**src/verilog/prescaler_pkg.sv**
```systemverilog
// constants for the shared prescaler, timer and watchdog postscaler block
// assumes one 10 MHz clock (one quarter phase per cycle) and a word-wide AHB-Lite slave port
//
// Function
// - timer increments three to seven phase clocks after a qualifying input change
// - one 8-bit counter divides either timer or watchdog, other runs undivided
// - assignment bit and three-bit ratio sit in option bits three down to zero
// - any timer write clears the counter while assigned to the timer
// - watchdog clear resets watchdog count and counter while assigned to watchdog
// - the shared counter can be neither read nor written by software
// - every reset leaves the shared counter at zero
// - assignment may change any time, new setting applies from the option write
// - watchdog disabled only by its configuration bit, runs from own oscillator
// - configuration word bit two set enables watchdog, clear disables it
// - counter output toward the timer is sampled on the second and fourth phases
// - assignment bit clear gives timer ratios from 1:2 up to 1:256
// - watchdog assignment gives postscaler ratios up to 1:128

package prescaler_pkg;

    // ----------------------------------------------------------------
    // register map, byte addresses
    // ----------------------------------------------------------------
    localparam logic [7:0] OFS_OPTION = 8'h00;
    localparam logic [7:0] OFS_TIMER = 8'h04;
    localparam logic [7:0] OFS_COMMAND = 8'h08;
    localparam logic [7:0] OFS_STATUS = 8'h0c;
    localparam logic [7:0] OFS_CONFIG = 8'h10;
    localparam logic [7:0] OFS_NONE = 8'hff;

    // ----------------------------------------------------------------
    // field positions
    // ----------------------------------------------------------------
    localparam int OPT_SRC_BIT = 5;
    localparam int OPT_EDGE_BIT = 4;
    localparam int OPT_ASSIGN_BIT = 3;
    localparam int OPT_RATIO_LSB = 0;
    localparam int OPT_RATIO_W = 3;
    localparam int OPT_W = 6;
    localparam int CFG_W = 12;
    localparam int CFG_WDT_EN_BIT = 2;
    localparam int CMD_CLEAR_BIT = 0;
    localparam int STS_TIMEOUT_BIT = 0;
    localparam int STS_WDEN_BIT = 1;
    localparam int STS_CFGOK_BIT = 2;

    // ----------------------------------------------------------------
    // values after reset
    // ----------------------------------------------------------------
    localparam logic [5:0] OPTION_RST = 6'h3f;
    localparam logic [7:0] TIMER_RST = 8'h00;
    localparam logic [7:0] PRESCALE_RST = 8'h00;

    // ----------------------------------------------------------------
    // quarter phases, one clock cycle each
    // ----------------------------------------------------------------
    localparam logic [1:0] PH_Q1 = 2'h0;
    localparam logic [1:0] PH_Q2 = 2'h1;
    localparam logic [1:0] PH_Q3 = 2'h2;
    localparam logic [1:0] PH_Q4 = 2'h3;

endpackage : prescaler_pkg

```
**src/verilog/sync_three.sv**
```systemverilog
// three-stage synchroniser for one asynchronous pin
// assumes the pin is unrelated to mclk; only stages two and three leave the module
`timescale 1ns/1ns

module sync_three
(
    input wire logic mclk,
    input wire logic reset,
    input wire logic pinIn,
    output logic stageTwo,
    output logic stageThree
);

    // ----------------------------------------------------------------
    // state
    // ----------------------------------------------------------------
    typedef struct packed {
        logic s1;
        logic s2;
        logic s3;
    } sync_t;

    sync_t st_r;
    sync_t st_nxt;

    always_comb
    begin
        st_nxt.s1 = pinIn;
        st_nxt.s2 = st_r.s1;
        st_nxt.s3 = st_r.s2;
        if (reset)
        begin
            st_nxt = '0;
        end
    end

    always_ff @(posedge mclk)
    begin
        st_r <= st_nxt;
    end

    assign stageTwo = st_r.s2;
    assign stageThree = st_r.s3;

endmodule : sync_three

```
**src/verilog/shared_prescaler_timer_watchdog.sv**
```systemverilog
// shared 8-bit prescaler in front of the timer or behind the watchdog base period
// assumes a watchdog base tick pulse already on mclk and a single AHB-Lite master
`timescale 1ns/1ns

module shared_prescaler_timer_watchdog
(
    input wire logic mclk,
    input wire logic reset,
    input wire logic hsel,
    input wire logic [31:0] haddr,
    input wire logic [1:0] htrans,
    input wire logic hwrite,
    input wire logic [2:0] hsize,
    input wire logic hready,
    input wire logic [31:0] hwdata,
    output logic hreadyout,
    output logic hresp,
    output logic [31:0] hrdata,
    input wire logic timerExtClockIn,
    input wire logic watchdogBaseTick,
    input wire logic [11:0] cfgWord,
    output logic watchdogTimeout,
    output logic watchdogClearPulse,
    output logic [7:0] timerCount
);

    // ----------------------------------------------------------------
    // state
    // ----------------------------------------------------------------
    typedef struct packed {
        logic [1:0] phase;
        logic [5:0] option;
        logic [7:0] timerCountReg;
        logic [7:0] prescale;
        logic extLevel;
        logic incPending;
        logic [11:0] cfgLatch;
        logic cfgLoaded;
        logic timeoutSeen;
        logic wdTimeout;
        logic wdClear;
        logic dpValid;
        logic dpWrite;
        logic [7:0] dpAddr;
        logic [31:0] rdata;
    } state_t;

    state_t st_r;
    state_t st_nxt;

    logic extTwo;
    logic extThree;
    logic extMode;
    logic edgeFall;
    logic assignWd;
    logic [2:0] scalerRatio;
    logic [7:0] maskWd;
    logic [7:0] maskTmr;
    logic extQualify;
    logic instrTick;
    logic sampleEdge;
    logic timerSrcEvent;
    logic timerPre;
    logic countPre;
    logic wdOut;
    logic timerIncEn;
    logic wdEnabled;
    logic wrOption;
    logic wrTimer;
    logic wrCommand;
    logic wrStatus;
    logic takeAddr;
    logic [8:0] wideWd;
    logic [8:0] wideTmr;

    // ----------------------------------------------------------------
    // pin synchroniser
    // ----------------------------------------------------------------
    sync_three extSync
    (
        .mclk(mclk),
        .reset(reset),
        .pinIn(timerExtClockIn),
        .stageTwo(extTwo),
        .stageThree(extThree)
    );

    // ----------------------------------------------------------------
    // read mux
    // ----------------------------------------------------------------
    // the prescaler has no address: it can only be cleared as a side effect
    function automatic logic [31:0] readWord(input state_t s);
        logic [31:0] w;
        w = 32'h0000_0000;
        unique case (s.dpAddr)
            prescaler_pkg::OFS_OPTION: w[5:0] = s.option;
            prescaler_pkg::OFS_TIMER: w[7:0] = s.timerCountReg;
            prescaler_pkg::OFS_STATUS:
            begin
                w[prescaler_pkg::STS_TIMEOUT_BIT] = s.timeoutSeen;
                w[prescaler_pkg::STS_WDEN_BIT] = s.cfgLatch[prescaler_pkg::CFG_WDT_EN_BIT];
                w[prescaler_pkg::STS_CFGOK_BIT] = s.cfgLoaded;
            end
            prescaler_pkg::OFS_CONFIG: w[11:0] = s.cfgLatch;
            default: w = 32'h0000_0000;
        endcase
        return w;
    endfunction : readWord

    // ----------------------------------------------------------------
    // decode of the option setting
    // ----------------------------------------------------------------
    assign extMode = st_r.option[prescaler_pkg::OPT_SRC_BIT];
    assign edgeFall = st_r.option[prescaler_pkg::OPT_EDGE_BIT];
    assign assignWd = st_r.option[prescaler_pkg::OPT_ASSIGN_BIT];
    assign scalerRatio = st_r.option[prescaler_pkg::OPT_RATIO_LSB +: prescaler_pkg::OPT_RATIO_W];
    // watchdog divides by 2^n, timer by 2^(n+1): tap bit n-1 or bit n
    assign wideWd = (9'h001 << scalerRatio) - 9'h001;
    assign wideTmr = (9'h002 << scalerRatio) - 9'h001;
    assign maskWd = wideWd[7:0];
    assign maskTmr = wideTmr[7:0];

    // ----------------------------------------------------------------
    // event sources
    // ----------------------------------------------------------------
    // a change to the level picked by the edge bit is accepted once stages two and three agree on it
    assign extQualify = (extTwo == extThree) && (extThree != st_r.extLevel)
        && (extThree == !edgeFall);
    assign instrTick = (st_r.phase == prescaler_pkg::PH_Q4);
    assign sampleEdge = (st_r.phase == prescaler_pkg::PH_Q2)
        || (st_r.phase == prescaler_pkg::PH_Q4);
    assign timerSrcEvent = extMode ? extQualify : instrTick;

    // ----------------------------------------------------------------
    // prescaler routing
    // ----------------------------------------------------------------
    always_comb
    begin
        if (assignWd)
        begin
            timerPre = timerSrcEvent;
            countPre = watchdogBaseTick;
            wdOut = watchdogBaseTick && ((st_r.prescale & maskWd) == maskWd);
        end
        else
        begin
            // rising edge of tap bit n: low bits all ones, tap bit still zero
            timerPre = timerSrcEvent
                && ((st_r.prescale & maskTmr) == (maskTmr >> 1));
            countPre = timerSrcEvent;
            wdOut = watchdogBaseTick;
        end
    end

    // one counter, one source at a time; the other path bypasses it
    assign timerIncEn = sampleEdge && (st_r.incPending || timerPre);
    // only the configuration bit can switch the watchdog off
    assign wdEnabled = st_r.cfgLoaded && st_r.cfgLatch[prescaler_pkg::CFG_WDT_EN_BIT];

    // ----------------------------------------------------------------
    // bus decode
    // ----------------------------------------------------------------
    assign takeAddr = hsel && hready && htrans[1];
    assign wrOption = st_r.dpValid && st_r.dpWrite && (st_r.dpAddr == prescaler_pkg::OFS_OPTION);
    assign wrTimer = st_r.dpValid && st_r.dpWrite && (st_r.dpAddr == prescaler_pkg::OFS_TIMER);
    assign wrCommand = st_r.dpValid && st_r.dpWrite
        && (st_r.dpAddr == prescaler_pkg::OFS_COMMAND);
    assign wrStatus = st_r.dpValid && st_r.dpWrite && (st_r.dpAddr == prescaler_pkg::OFS_STATUS);

    // ----------------------------------------------------------------
    // next state
    // ----------------------------------------------------------------
    always_comb
    begin
        st_nxt = st_r;
        st_nxt.phase = st_r.phase + 2'h1;
        st_nxt.wdTimeout = 1'b0;
        st_nxt.wdClear = 1'b0;
        st_nxt.rdata = 32'h0000_0000;

        // strap is caught one cycle after release, never inside reset
        if (!st_r.cfgLoaded)
        begin
            st_nxt.cfgLatch = cfgWord;
            st_nxt.cfgLoaded = 1'b1;
        end

        if (extTwo == extThree)
        begin
            st_nxt.extLevel = extThree;
        end

        if (countPre)
        begin
            st_nxt.prescale = st_r.prescale + 8'h01;
        end

        // sampled output waits for the next Q2 or Q4 edge
        st_nxt.incPending = (st_r.incPending || timerPre) && !sampleEdge;
        if (timerIncEn)
        begin
            st_nxt.timerCountReg = st_r.timerCountReg + 8'h01;
        end

        st_nxt.wdTimeout = wdOut && wdEnabled;

        if (wrOption)
        begin
            st_nxt.option = hwdata[5:0];
        end

        if (wrTimer)
        begin
            // the write wins over a same-cycle increment
            st_nxt.timerCountReg = hwdata[7:0];
            st_nxt.incPending = 1'b0;
            if (!assignWd)
            begin
                st_nxt.prescale = prescaler_pkg::PRESCALE_RST;
            end
        end

        if (wrCommand && hwdata[prescaler_pkg::CMD_CLEAR_BIT])
        begin
            st_nxt.wdClear = 1'b1;
            if (assignWd)
            begin
                st_nxt.prescale = prescaler_pkg::PRESCALE_RST;
            end
        end

        // set wins over a write-one clear in the same cycle
        st_nxt.timeoutSeen = (st_r.timeoutSeen
            && !(wrStatus && hwdata[prescaler_pkg::STS_TIMEOUT_BIT])) || st_nxt.wdTimeout;

        st_nxt.dpValid = takeAddr;
        st_nxt.dpWrite = hwrite;
        st_nxt.dpAddr = (haddr[31:8] == 24'h00_0000) ? haddr[7:0] : prescaler_pkg::OFS_NONE;
        if (takeAddr && !hwrite)
        begin
            // read the post-write view so a read right after a write is coherent
            st_nxt.rdata = readWord(st_nxt);
        end

        if (reset)
        begin
            st_nxt = '0;
            st_nxt.phase = prescaler_pkg::PH_Q1;
            st_nxt.option = prescaler_pkg::OPTION_RST;
            st_nxt.timerCountReg = prescaler_pkg::TIMER_RST;
            st_nxt.prescale = prescaler_pkg::PRESCALE_RST;
        end
    end

    always_ff @(posedge mclk)
    begin
        st_r <= st_nxt;
    end

    // ----------------------------------------------------------------
    // outputs
    // ----------------------------------------------------------------
    // zero wait states; every transfer, mapped or not, ends OKAY
    assign hreadyout = 1'b1;
    assign hresp = 1'b0;
    assign hrdata = st_r.rdata;
    assign watchdogTimeout = st_r.wdTimeout;
    assign watchdogClearPulse = st_r.wdClear;
    assign timerCount = st_r.timerCountReg;
endmodule : shared_prescaler_timer_watchdog

```
**config.mk**
```make
export PLATFORM = sky130hd
export DESIGN_NAME = shared_prescaler_timer_watchdog
export DESIGN_NICKNAME = d
export VERILOG_FILES = /design/src/verilog/prescaler_pkg.sv /design/src/verilog/sync_three.sv /design/src/verilog/shared_prescaler_timer_watchdog.sv
export SDC_FILE = /design/constraint.sdc
export NUM_CORES = 1
export LEC_CHECK = 0
export ABC_AREA = 1
export BUFFER_PORTS_ARGS = -buffer_cell sky130_fd_sc_hd__buf_2
export CORE_MARGIN = 3
export CORE_UTILIZATION = 55
export CTS_BUF_LIST = sky130_fd_sc_hd__clkbuf_4 sky130_fd_sc_hd__clkbuf_8
export DETAILED_ROUTE_END_ITERATION = 8
export GPL_TIMING_DRIVEN = 0
export PLACE_DENSITY = 0.95
export SLEW_MARGIN = 40
export SYNTH_ARGS = -nofsm -noshare
export SYNTH_HDL_FRONTEND = slang
export SYNTH_SLANG_ARGS = --single-unit
```
**constraint.sdc**
```tcl
create_clock -name mclk -period 2.9 [get_ports mclk]
set_input_delay 0.29 -clock mclk [delete_from_list [all_inputs] [get_ports mclk]]
set_output_delay 0.29 -clock mclk [all_outputs]
set_load 0.02 [all_outputs]
```
==> results of run 1 <==
[final timing paths]
| check | startpoint | endpoint | slack, ns | depth (start not counted) |
|---|---|---|---|---|
| max | scalerRatio[2] | hrdata[6] | 0.71 | 14 |
| min | timerExtClockIn | extSync.st_r[2] | 0.14 | 3 |
| max reg2reg | scalerRatio[2] | hrdata[6] | 0.71 | 14 |
| min reg2reg | extSync.st_r[2] | extSync.stageTwo | 0.43 | 2 |
[layer usage]
metal / up-vias / GRT usage, % / wire length [um]
met5: - / 0 / 0
met4: 0 / 7.79 / 193
met3: 25 / 6.65 / 740
met2: 167 / 42.1 / 4300
met1: 1529 / 27.4 / 3380
li1: 1669 / - / -
[Yosys cell counts, types with 3 or more instances]
cell	number
nor2_1	83
nand2_1	75
dfxtp_1	67
inv_1	47
buf_4	43
nand3_1	37
a21oi_1	15
mux2i_1	12
o21ai_0	11
xor2_1	9
nor3_1	8
or2_2	8
nand2_4	6
nor2_2	6
clkbuf_1	5
ha_1	5
nand4_1	5
nor2_4	4
o22ai_1	4
o21ai_1	3
[layout make-up]
type	count	area share, %
buffer	51	8.20
timing repair buffer	80	9.27
inverter	49	4.26
tap	75	2.17
clock inverter	7	1.94
clock buffer	9	2.87
multi-input combinational	330	40.2
sequential	67	31.1
[state kept, by name, indices dropped and copies added, names as in the netlist, 3 cells and up]
name / cells
scalerRatio: 3
st_r: 36
hrdata: 12
timerCount: 8
[metrics by stage]
step	utilization, %	power [mW]	setup WS, ns	hold WS (ns)
2_1_floorplan	-	1.09	1.10	0.388
3_3_place_gp	67.8	1.15	0.848	0.389
3_5_place_dp	67.8	1.16	0.811	0.421
4_1_cts	71.3	1.96	0.741	0.123
5_1_grt	71.3	2.02	0.566	0.147
6_report	71.3	1.96	0.707	0.135
[worst max-delay path: stages, from the launching register on]
cell	delay, ns
dfxtp_1	0.32
buf_2	0.17
nor2_1	0.15
nand2_1	0.07
ha_1	0.28
nand3_1	0.07
nor2_1	0.09
nand3_1	0.10
nand2_1	0.08
nand2_1	0.10
nand2_4	0.14
nand2_4	0.10
o211ai_1	0.27
nand3_1	0.11
nand2_1	0.08
[power by group through the flow]
stage	Combinational (mW)	Clock [mW]	Sequential (mW)
after floorplan	0.120	0	0.975
after global placement	0.176	0	0.976
after detailed placement	0.183	0	0.978
after CTS	0.185	0.822	0.957
after global routing	0.208	0.852	0.959
final	0.187	0.818	0.957
[kinds of logic after synthesis]
logic type,Yosys count,synth area share [%]
and+or+nand+nor,243,33.2
xor gates and xnor gates,11,2.72
AOI/OAI and AO/OA,37,5.69
other,2,0.212
muxes,12,3.39
buffers and inverters,100,15.2
DFF,67,37.9
adders and majority gates,5,1.77
==> out/results.tsv, run 1 <==
metric	value	unit
grt_pass1_vias	3236	
io_pins	132	
period_minus_slack	2.19	ns
antenna_found_initial	0	
nFillCells	467	
worst_ep_required_time	3.20	ns
maxCapViolations	0	
dpl.cell_count	652	
finalHoldViolCount	0	
ant_nets	0	
initial_core_util	58.4	%
period_share	75.6	%
drtIter0Drc	316	
drive_gt1_share	29.0	%
syn_avg_cell_area	7.43	um2
cts_root_buffer	clkbuf_8	
final_cell_mix	83 x nor2_1, 81 x buf_2, 75 x nand2_1	
areaGrowthSynthToFinish	21.9	%
crit_path_end_kind	flop	
htree_num_levels	3	
antenna_cells	0	
worst_pin_slew	0.777	ns
status	complete, no violations	
multi_input_area	0.00174	mm2
hp-class	in -> reg	
ir_drop	0.376	mV
power.leakage	2.31	nW
stdcell_count	668	
synth_seq_cells	67	
drv_slew	0	
ctsResizeCount	0	
fmax	456	MHz
synth_area	0.00354	mm2
overflow	0	
io_buffers	80	
grt_start_max_net_pins	15	
yosysSeqAreaShare	37.9	%
routed_wl	8620	um
synth_largest_area_cell	dfxtp_1	
synth-main-ff-cell	dfxtp_1	
slew_headroom	48.2	%
row_count	28	
comb_power_share	9.6	%
synth_edf_count	0	
gp_congestion	0.916	
cts_buffers	9	
die_area	0.00744	mm2
p_sw_share	26.9	%
core	0.00606	mm2
async_flop_share	0	%
synth_warnings	0	
cts_tree	built	
synthCells	477	
intPower	1.43	mW
power_density	454	mW/mm2
cts.sinks	67	
cp.arrival	2.49	ns
fin_skew	0.00989	ns
finalSetupViolCount	0	
place_area	0.00411	mm2
grt_pass1_wl	14100	um
hold_buffers	0	
synth_area_leaders	dfxtp_1 38%, buf_4 9.1%, nor2_1 8.8%, nand2_1 7.9%, nand3_1 5.2%	
setup_tns	0	ns
clock_latency	0.35	ns
wire_per_inst	12.9	um
startpoint_type	flop	
setup.worst_path.class	reg -> reg	
via_per_inst	5.07	
p_seq_share	48.8	%
gr-usage-all-layers	23.7	%
design_area	0.00432	mm2
netlist-cell-type-count	36	
synth_top_area_share	37.9	%
hpwl	6490	um
vias	3390	
first_pass_iters	6	
regArea	0.00134	mm2
cts_setup_buffers	0	
die_h	86.3	um
final_common_cell	nor2_1	
rsz0062_at_grt	no	
clkTransAtPathRegs	0.08	ns
crit_fanout	10	
power_frac_clock	41.7	%
fin_nets	681	
p_sw	527	uW
drc	0	
fp.dieW	86.3	um
cts_max_path_buffers	2	
Power figures use the tool's default switching activity.
==> run 2, diff against run 1 <==
Settings changed: CORE_UTILIZATION 55 to 51, PLACE_DENSITY 0.95 to 0.93.
Clock period 2.9 ns to 2.05 ns, I/O delays scaled along.
==> run 2 against run 1 <==
The flow now finishes with violations (setup timing). Worst hold slack got worse by 0.072 ns. Final area increased by 5.3%. Clock skew increased by 0.0017 ns. Critical path depth unchanged. Cell count increased by 1.0%. Via count increased by 5.0%. First-iteration DRC count increased by 41%. Critical path type unchanged. Clock-buffer cell count unchanged. Setup slack got worse by 0.98 ns. Largest power group unchanged.
==> out/results.tsv, run 2 (synthesized netlist as in run 1, its figures left out) <==
metric	value	unit	change
status	finished with violations		
violations	setup timing		
path_buf_inv	1		unchanged
slew_headroom	49.7	%	+1.5 points
hold_buffers	0		unchanged
largest_register	st_r		
grt_start_max_net_pins	13		-2
initial_core_util	54.2	%	-4.2 points
startpoint_type	flop		
gp_congestion	0.924		+0.84%
fin_skew	0.0116	ns	+0.00167 ns
row_count	29		+3.6%
core	0.00653	mm2	+7.8%
vias	3560		+5.0%
clock_latency	0.35	ns	about the same
cts_buffers	9		unchanged
power_density	649	mW/mm2	+43%
crit_path_end_kind	flop		
multi_input_area	0.00189	mm2	+8.9%
cts_tree	built		
worst_pin_slew	0.755	ns	-0.0220 ns
crit_family	simple AND/OR/NAND/NOR gates		
crit_fanout	8		-2
drc	0		unchanged
via_per_inst	5.27		+3.9%
largest_reg_flops	36		unchanged
drtIter0Drc	447		+41%
cts.sinks	67		unchanged
grt_pass1_wl	13600	um	-3.6%
grt_pass1_vias	3146		-2.8%
fp.dieW	89.3	um	+3.6%
areaGrowthSynthToFinish	28.4	%	
clkTransAtPathRegs	0.08	ns	about the same
final_cell_mix	81 x nor2_1, 80 x buf_2, 67 x nand2_1		
postLayoutCoreUtil	69.7	%	-1.6 points
first_pass_iters	6		unchanged
wire_per_inst	14.2	um	+9.9%
io_buffers	80		unchanged
io_pins	132		unchanged
finalWorstSetupSlack	-0.268	ns	-0.975 ns
crit_top_cell	nand3_1		
overflow	0		unchanged
nFillCells	477		+2.1%
gr-usage-all-layers	22.4	%	-1.3 points
antenna_found_initial	0		unchanged
cp_cell_sequence	buf_6 -> nor2_4 -> nand2_2 -> ha_4 -> nand3_2 -> nor2_1 -> nand3_1 -> nand2_1 -> nand2_2 -> nand2_4 -> nand3_1 -> nand3_2 -> nand3_1 -> a21oi_2		
slowest_stage	dfxtp_2		
final_common_cell	nor2_1		
dpl.cell_count	654		+0.31%
routed_wl	9570	um	+11%
critPathMaxStageDelay	0.32	ns	about the same
place_area	0.00411	mm2	about the same
finalPower	2.95	mW	+51%
power.leakage	2.42	nW	+4.6%
hpwl	6490	um	about the same
worstRegToRegCells	14		unchanged
holdWs	0.0636	ns	-0.0718 ns
rsz0062_at_grt	yes		
fin_nets	687		+0.88%
ir_drop	0.507	mV	+35%
hold_depth	3		unchanged
finalHoldViolCount	0		unchanged
htree_num_levels	3		unchanged
die_area	0.00798	mm2	+7.3%
finalSetupViolCount	16		+16
maxCapViolations	0		unchanged
worst_ep_required_time	2.33	ns	-0.87 ns
fmax	431	MHz	-5.4%
cp.arrival	2.60	ns	+0.11 ns
period_minus_slack	2.32	ns	+0.125 ns
drive_gt1_share	35.3	%	+6.3 points
setup_tns	-1.99	ns	-1.99 ns
setup.worst_path.class	reg -> reg		
hp-class	in -> reg		
drv_slew	0		unchanged
antenna_cells	0		unchanged
period_share	113	%	+37 points
design_area	0.00455	mm2	+5.3%
cts_max_path_buffers	2		unchanged
die_h	89.3	um	+3.6%
ant_nets	0		unchanged
cp_num_cells	14		unchanged
post-place-ws	-0.0661	ns	-0.877 ns
stdcell_count	675		+1.0%
cts_root_buffer	clkbuf_8		
regArea	0.00135	mm2	+0.47%
## run 2: cell types whose count changed in the layout (fill, tap and decap cells not counted), moves of 3 or more
cell | previous run | this run
nand3_2 | 0 | 13
dfxtp_1 | 67 | 64
a21oi_1 | 15 | 10
buf_4 | 43 | 47
a21oi_2 | 0 | 5
nand2_2 | 2 | 11
nand2_1 | 75 | 67
nand3_1 | 37 | 24
## run 2: timing repair
action	CTS	global route
pin swaps	1	20
setup buffers	1	4
gates resized for setup	3	36
endpoints found under the setup margin	16	17
cloned	2	0
## run 2: layout make-up
cell class                      instances  share of cell area [%]
Timing Repair Buffer                   85                    9.63
Multi-Input combinational cell        332                    41.6
Inverter                               49                    4.04
Clock inverter                          6                    2.50
Buffer                                 50                    7.76
Clock buffer                            9                    2.72
Sequential cell                        67                    29.6
Tap cell                               77                    2.12
## run 2: metal layers
layer | global-route usage, % | routed length [um] | vias to the layer above
li1 | - | - | 1690
met1 | 26.9 | 3460 | 1589
met2 | 36.8 | 4710 | 234
met3 | 6.08 | 930 | 47
met4 | 11.0 | 468 | 0
met5 | 0 | 0 | -
## run 2: path summary, 6_finish.rpt
check                           slack (ns)       startpoint          endpoint
worst max-delay path                 -0.27   scalerRatio[1]         hrdata[4]
worst min-delay path                  0.06  timerExtClockIn   extSync.st_r[2]
worst max register to register       -0.27   scalerRatio[1]         hrdata[4]
worst min register to register        0.43  extSync.st_r[2]  extSync.stageTwo
## run 2: tightest hold or removal path: cells and delay by family
family	cells	cell delay, ns
buf+inv	2	0.13
simple gates	1	0.03
## run 2: power by group
part | total [mW] | switching, mW | leakage [nW] | internal [mW]
Sequential | 1.35 | 0.0179 | 0.547 | 1.34
Combinational | 0.275 | 0.160 | 1.76 | 0.115
Clock | 1.33 | 0.521 | 0.112 | 0.805
Total | 2.95 | 0.699 | 2.42 | 2.26
